==> src/hw/jac_pkg.sv <==
package jac_pkg;
  // ****************************************
  // register layout
  // ****************************************
  localparam int JAC_DATA_W = 8;
  localparam int JAC_CH_NUM = 12;
  localparam int JAC_SEL_W = 4;
  localparam int JAC_REINIT_BIT = 3;
  localparam int JAC_CFG_HIGH_BIT = 2;
  localparam int JAC_CFG_LOW_BIT = 0;
  localparam logic JAC_REINIT_RST = 1'h0;
  localparam logic JAC_CFG_HIGH_RST = 1'h0;
  localparam logic JAC_CFG_LOW_RST = 1'h0;
  localparam logic [JAC_DATA_W-1:0] JAC_READ_RST = 8'h00;
  localparam int JAC_SYNC_STAGES = 2;

  // ****************************************
  // types
  // ****************************************
  typedef struct packed {
    logic jitter_fifo_reinit;
    logic jitter_cfg_high;
    logic jitter_cfg_low;
  } jac_ctrl_t;

  localparam jac_ctrl_t JAC_CTRL_RST = '{
    jitter_fifo_reinit: JAC_REINIT_RST,
    jitter_cfg_high: JAC_CFG_HIGH_RST,
    jitter_cfg_low: JAC_CFG_LOW_RST
  };

  typedef struct packed {
    logic active;
    logic depth_32;
    logic desync;
  } jac_mode_t;
endpackage : jac_pkg

==> src/hw/jac_ctrl.sv <==
`timescale 1ns/1ps
`default_nettype none
module jac_ctrl
  import jac_pkg::*;
#(
  parameter int CH_NUM = JAC_CH_NUM
) (
  input wire logic ref_clk,
  input wire logic resetn,
  input wire logic reg_wr_strobe,
  input wire logic [JAC_SEL_W-1:0] reg_chan_sel,
  input wire logic [JAC_DATA_W-1:0] reg_wr_data,
  output logic [JAC_DATA_W-1:0] reg_rd_data,
  output logic [CH_NUM-1:0] ja_active,
  output logic [CH_NUM-1:0] ja_depth_32,
  output logic [CH_NUM-1:0] ja_desync,
  output logic [CH_NUM-1:0] ja_fifo_flush
);

  // ****************************************
  // reset release
  // ****************************************
  logic [JAC_SYNC_STAGES-1:0] rst_sync_r;
  logic [JAC_SYNC_STAGES-1:0] rst_sync_nxt;
  logic rst_n;

  always_comb begin
    rst_sync_nxt = {rst_sync_r[JAC_SYNC_STAGES-2:0], 1'b1};
  end

  always_ff @(posedge ref_clk or negedge resetn) begin
    if (!resetn) begin
      rst_sync_r <= '0;
    end else begin
      rst_sync_r <= rst_sync_nxt;
    end
  end

  assign rst_n = rst_sync_r[JAC_SYNC_STAGES-1];

  // ****************************************
  // bus input synchronisers
  // ****************************************
  logic strobe_s1_r;
  logic strobe_s2_r;
  logic strobe_s3_r;
  logic [JAC_SEL_W-1:0] sel_s1_r;
  logic [JAC_SEL_W-1:0] sel_s2_r;
  logic [JAC_DATA_W-1:0] data_s1_r;
  logic [JAC_DATA_W-1:0] data_s2_r;
  logic wr_pulse;
  logic strobe_s1_nxt;
  logic strobe_s2_nxt;
  logic strobe_s3_nxt;
  logic [JAC_SEL_W-1:0] sel_s1_nxt;
  logic [JAC_SEL_W-1:0] sel_s2_nxt;
  logic [JAC_DATA_W-1:0] data_s1_nxt;
  logic [JAC_DATA_W-1:0] data_s2_nxt;

  // plain stage copies, no logic before the second flop
  always_comb begin
    strobe_s1_nxt = reg_wr_strobe;
    strobe_s2_nxt = strobe_s1_r;
    strobe_s3_nxt = strobe_s2_r;
    sel_s1_nxt = reg_chan_sel;
    sel_s2_nxt = sel_s1_r;
    data_s1_nxt = reg_wr_data;
    data_s2_nxt = data_s1_r;
  end

  always_ff @(posedge ref_clk or negedge rst_n) begin
    if (!rst_n) begin
      strobe_s1_r <= 1'b0;
      strobe_s2_r <= 1'b0;
      strobe_s3_r <= 1'b0;
      sel_s1_r <= '0;
      sel_s2_r <= '0;
      data_s1_r <= '0;
      data_s2_r <= '0;
    end else begin
      strobe_s1_r <= strobe_s1_nxt;
      strobe_s2_r <= strobe_s2_nxt;
      strobe_s3_r <= strobe_s3_nxt;
      sel_s1_r <= sel_s1_nxt;
      sel_s2_r <= sel_s2_nxt;
      data_s1_r <= data_s1_nxt;
      data_s2_r <= data_s2_nxt;
    end
  end

  assign wr_pulse = strobe_s2_r && !strobe_s3_r;

  // ****************************************
  // decode functions
  // ****************************************
  function automatic jac_mode_t jac_decode(input jac_ctrl_t c);
    jac_mode_t m;
    m = '0;
    case ({c.jitter_cfg_low, c.jitter_cfg_high})
      2'b00: begin
        m.active = 1'b1;
        m.depth_32 = 1'b0;
      end
      2'b01: begin
        m.active = 1'b1;
        m.depth_32 = 1'b1;
      end
      2'b10: begin
        m.active = 1'b1;
        m.desync = 1'b1;
      end
      default: begin
        // selector 11 bypasses the attenuator
        m.active = 1'b0;
      end
    endcase
    return m;
  endfunction : jac_decode

  function automatic logic [JAC_DATA_W-1:0] jac_pack(input jac_ctrl_t c);
    logic [JAC_DATA_W-1:0] d;
    // bits 7:4 and 1 read as zero
    d = JAC_READ_RST;
    d[JAC_REINIT_BIT] = c.jitter_fifo_reinit;
    d[JAC_CFG_HIGH_BIT] = c.jitter_cfg_high;
    d[JAC_CFG_LOW_BIT] = c.jitter_cfg_low;
    return d;
  endfunction : jac_pack

  // channel address match, shared by write and read
  function automatic logic jac_hit(input logic [JAC_SEL_W-1:0] sel, input int ch);
    return (int'(sel) == ch);
  endfunction : jac_hit

  // ****************************************
  // per-channel control registers
  // ****************************************
  jac_ctrl_t ctrl_r [CH_NUM];
  jac_ctrl_t ctrl_nxt [CH_NUM];
  jac_mode_t mode_nxt [CH_NUM];
  logic [CH_NUM-1:0] active_r;
  logic [CH_NUM-1:0] depth_r;
  logic [CH_NUM-1:0] desync_r;
  logic [CH_NUM-1:0] flush_r;
  logic [CH_NUM-1:0] flush_nxt;

  genvar gi;
  generate
    for (gi = 0; gi < CH_NUM; gi++) begin : g_ch
      always_comb begin
        ctrl_nxt[gi] = ctrl_r[gi];
        if (wr_pulse && jac_hit(sel_s2_r, gi)) begin
          ctrl_nxt[gi].jitter_fifo_reinit = data_s2_r[JAC_REINIT_BIT];
          ctrl_nxt[gi].jitter_cfg_high = data_s2_r[JAC_CFG_HIGH_BIT];
          ctrl_nxt[gi].jitter_cfg_low = data_s2_r[JAC_CFG_LOW_BIT];
        end
        // one flush pulse per zero-to-one change only
        flush_nxt[gi] = ctrl_nxt[gi].jitter_fifo_reinit && !ctrl_r[gi].jitter_fifo_reinit;
        mode_nxt[gi] = jac_decode(ctrl_nxt[gi]);
      end

      always_ff @(posedge ref_clk or negedge rst_n) begin
        if (!rst_n) begin
          ctrl_r[gi] <= JAC_CTRL_RST;
          flush_r[gi] <= 1'b0;
          active_r[gi] <= 1'b1;
          depth_r[gi] <= 1'b0;
          desync_r[gi] <= 1'b0;
        end else begin
          ctrl_r[gi] <= ctrl_nxt[gi];
          flush_r[gi] <= flush_nxt[gi];
          active_r[gi] <= mode_nxt[gi].active;
          depth_r[gi] <= mode_nxt[gi].depth_32;
          desync_r[gi] <= mode_nxt[gi].desync;
        end
      end
    end
  endgenerate

  // ****************************************
  // read-back
  // ****************************************
  logic [JAC_DATA_W-1:0] rd_r;
  logic [JAC_DATA_W-1:0] rd_nxt;

  always_comb begin
    rd_nxt = JAC_READ_RST;
    for (int i = 0; i < CH_NUM; i++) begin
      if (jac_hit(sel_s2_r, i)) begin
        rd_nxt = jac_pack(ctrl_r[i]);
      end
    end
  end

  always_ff @(posedge ref_clk or negedge rst_n) begin
    if (!rst_n) begin
      rd_r <= JAC_READ_RST;
    end else begin
      rd_r <= rd_nxt;
    end
  end

  assign reg_rd_data = rd_r;
  assign ja_active = active_r;
  assign ja_depth_32 = depth_r;
  assign ja_desync = desync_r;
  assign ja_fifo_flush = flush_r;

endmodule : jac_ctrl
`default_nettype wire

==> config.mk <==
export PLATFORM = sky130hd
export DESIGN_NAME = jac_ctrl
export DESIGN_NICKNAME = d
export VERILOG_FILES = /design/src/hw/jac_pkg.sv /design/src/hw/jac_ctrl.sv
export SDC_FILE = /design/constraint.sdc
export NUM_CORES = 1
export LEC_CHECK = 0
export BUFFER_PORTS_ARGS = -buffer_cell sky130_fd_sc_hd__buf_4
export CORE_UTILIZATION = 40
export DETAILED_ROUTE_END_ITERATION = 10
export SLEW_MARGIN = 20
export SYNTH_ARGS = -nofsm -noshare
export SYNTH_HDL_FRONTEND = slang
export SYNTH_SLANG_ARGS = --single-unit
==> constraint.sdc <==
create_clock -name ref_clk -period 3.9 [get_ports ref_clk]
set_input_delay 0.78 -clock ref_clk [delete_from_list [all_inputs] [get_ports ref_clk]]
set_output_delay 0.78 -clock ref_clk [all_outputs]
set_load 0.03 [all_outputs]
# --- Word-level counts from Yosys, hierarchy flattened ---
# Cells that the tools add are included.
word_totals:
  inputBits: 15
  wordCells: 251
  reg_bits: 109
classes:
  eq_ne: 35
  n_reduce_logical: 63
  n_mux: 60
ops:
  columns: ["op", "count"]
  rows:
  - ["$mux 4", 12]
  - ["$mux 1", 36]
  - ["$mux 3", 12]
  - ["$reduce_or 3->1", 12]
  - ["$eq 4x4->1 const B", 8]
  - ["$logic_and 1x1->1", 25]
  - ["$eq 2x1->1 const B", 12]
  - ["$eq 2x2->1 const B", 12]
  - ["$logic_not 2->1", 12]
  - ["$logic_not 1->1", 13]
  - ["$eq 4x3->1 const B", 2]
  - ["$eq 4x2->1 const B", 1]
  - ["$logic_not 4->1", 1]

# --- Longest topological paths before layout ---
depth:
  word_depth: 13
  mapped_depth: 6
  ltp_nobuf: 4

# --- Worst setup path after synthesis ---
# OpenSTA, ideal clock, no wires.
synth_timing:
  kind: "register to register"
  startpoint: "reg sel_s2_r[3]"
  endpoint: "reg depth_r[3] (netlist: ja_depth_32[3])"
  t_arrival_ps: 1573
  setup_slack_ps: 2210
  t_required_ps: 3782
  path_stages_with_launch: 6
  path_buffers: 1
  setup_ps: 118
  path_cell_list: "dfrtp_1 > buf_6 > nor4b_4 > and3_4 > mux2_4 > nor2b_2"
synth_lines:
  columns: ["element", "line_no", "text"]
  rows:
  - ["start, declared", "jac_ctrl.sv:48", "logic [JAC_SEL_W-1:0] sel_s2_r;"]
  - ["start signal, assigned", "jac_ctrl.sv:85", "sel_s2_r <= sel_s2_nxt;"]
  - ["end signal, assigned by index", "jac_ctrl.sv:173", "depth_r[gi] <= mode_nxt[gi].depth_32;"]
  - ["end, declared", "jac_ctrl.sv:142", "logic [CH_NUM-1:0] depth_r;"]

==> impl_metrics.yaml <==
run_status:
  status: "finished clean"
worst_setup_path:
  critPathMaxFanout: 24
  required_ns: 4.15
  endpoint_kind: "register"
  cp.arrival_ns: 2.38
  path_class: "reg2reg"
  reg2reg_slack_ns: 1.77
  crit_path_start_kind: "register"
  reg2reg_from: "sel_s2_r[1]"
  startpoint: "sel_s2_r[1]"
synth:
  ys_ff_latch: 106
  synth_top_area_frac: 0.581
  synth-main-ff-cell: "dfrtp_1"
  ys_types: 42
  synthCells: 270
  yosysTopAreaCell: "dfrtp_1"
  syn-cell-area_um2: 4050
  synth_edf_count: 0
  synthTopCellsByCount: "dfrtp_1 (94), mux2_2 (29), nor2b_1 (20), nand2_1 (19), dfstp_2 (12)"
  async_flop_share: 1.00
  synth_most_common_cell: "dfrtp_1"
  synth_area_leaders: "dfrtp_1 (58%), mux2_2 (8.1%), dfstp_2 (7.8%)"
  yosysWarnings: 0
  synth-seq-area-share: 0.658
  syn_area_per_cell_um2: 15.0
finish:
  area_growth_pct: 18.2
  regArea_um2: 2670
  num_antenna_cells: 0
  final_area_um2: 4790
  nNetsFinal: 347
  fill_cells: 900
  fin_util: 0.490
  multiInputGateArea_um2: 1300
  layout-drive-gt1-share: 0.430
routing:
  drcViolationCount: 0
  num_vias: 2168
  ant_nets: 0
  detail_route.wl_per_cell_um: 14.5
  drt_iter0_markers: 101
  drt_wl_total_mm: 6.82
  dr.pass1.iters: 4
  viasPerCell: 4.61
power_and_ir_drop:
  ir_drop_v: 0.000184
  leakagePower_uw: 0.00225
  power_per_cell_area_nw_per_um2: 510
clock_network:
  cts_max_path_buffers: 2
  clock_latency_ns: 0.36
  cts_buffers: 9
  cts_setup_buffers: 0
  cts_tree: "built"
  cts_sinks: 106
  path_clk_slew_ns: 0.08
  cts_resized: 0
  cts_root_buffer: "clkbuf_8"
  ctsHoldBuffers: 0
  htree_levels: 3
timing:
  tns_ns: 0
  slew_headroom: 0.406
  rsz0062_at_grt: "no"
  tightest_slew_ns: 0.890
  clock_skew_ns: 0.00715
  finalHoldViolations: 0
  period_share: 0.547
  setup_viol: 0
  fmax_mhz: 469
  whs_ns: 0.189
  slew_violations: 0
  fin_ws_ns: 1.77
  period_needed_ns: 2.13
global_route:
  grt_pass1_wl_mm: 11.0
  gr-total-overflow: 0
  antenna_found_initial: 0
  grt_max_degree: 91
  grt_pass1_vias: 2092
  grt_util_all_layers: 0.142
placement:
  place_area_um2: 4600
  gp_congestion: 0.822
  hpwl_mm: 4.47
  place_ws_ns: 1.77
  port_buffers: 60
floorplanning:
  die_y_um: 103
  die-area_um2: 10500
  ios: 71
  floorplan.initialDensity: 0.414
  core_um2: 9770
  die_w_um: 103
  core.rowCount: 36
flow_run:
  max_cap_violations: 0
min_path:
  min_path_type: "in2async"
-- cell usage in the layout, fill, tap and decap left out, types with 3 or more instances in the layout --
cell type	n
nor2b_4	6
nor2b_1	20
dfrtp_1	93
a21oi_1	3
nor3b_1	9
mux2_4	10
buf_4	61
dfstp_2	12
clkbuf_1	4
mux4_2	3
clkbuf_8	10
nand2_2	3
conb_1	6
nor2_1	5
nand2b_1	6
nand2_1	19
o21ai_0	3
and3b_1	3
mux2_2	29
-- metrics by stage --
stage | std cells | total power [uW]
after floorplan | 274 | 1710
after global placement | 453 | 1870
after detailed placement | 453 | 1880
after CTS | 469 | 2480
after global routing | 470 | 2580
final | 470 | 2440
-- power breakdown --
group          internal [uW]  switching, uW  leakage (uW)  total [uW]
Clock                    250            337     0.0000807         587
Combinational            234            278      0.000844         512
Sequential              1250           92.5       0.00133        1350
Total                   1740            707       0.00225        2440
-- logic make-up (layout without fill, tap and decap cells) --
group / count (synthesis) / count (layout) / synth area share
flops: 106 / 106 / 0.658
simple gates: 84 / 84 / 0.144
mux: 44 / 44 / 0.139
compound gates: 18 / 18 / 0.0315
buf+inv: 16 / 79 / 0.0253
other cells: 2 / 6 / 0.00185
-- state kept, by name, indices dropped and copies added (netlist names), 2 cells and up --
register	cells
ctrl_r	36
data_s1_r	3
data_s2_r	3
ja_active	12
ja_depth_32	12
ja_desync	12
ja_fifo_flush	12
reg_rd_data	3
rst_sync_r	2
sel_s1_r	4
sel_s2_r	4
-- critical path: stages, from the launching register on --
cell and delay [ns]:
dfrtp_1 0.93, nor2b_1 0.41, nand2_1 0.20, mux2_2 0.35, nor2b_1 0.14
-- layer usage --
metal  GRT usage  share of wire
met1       0.203           0.48
met2       0.206           0.46
met3      0.0380          0.036
met4      0.0582          0.015
met5           0              0
-- final cells by class --
class / instances / share of cell area
tap: 133 / 0.0348
clock inverter: 2 / 0.00261
sequential: 106 / 0.558
inverter: 1 / 0.000784
timing repair buffer: 62 / 0.101
multi-input combinational: 152 / 0.271
clock buffer: 14 / 0.0319
-- path summary, 6_finish.rpt --
path                             endpoint  cells past startpoint
setup / recovery           ja_depth_32[6]                      4
hold / removal              rst_sync_r[1]                      1
setup reg to reg           ja_depth_32[6]                      4
hold reg to reg            ja_depth_32[4]                      0
max in group asynchronous    ja_active[3]                      1
min in group ref_clk         data_s2_r[0]                      0
Note: power is estimated with default switching activity, not from simulation.
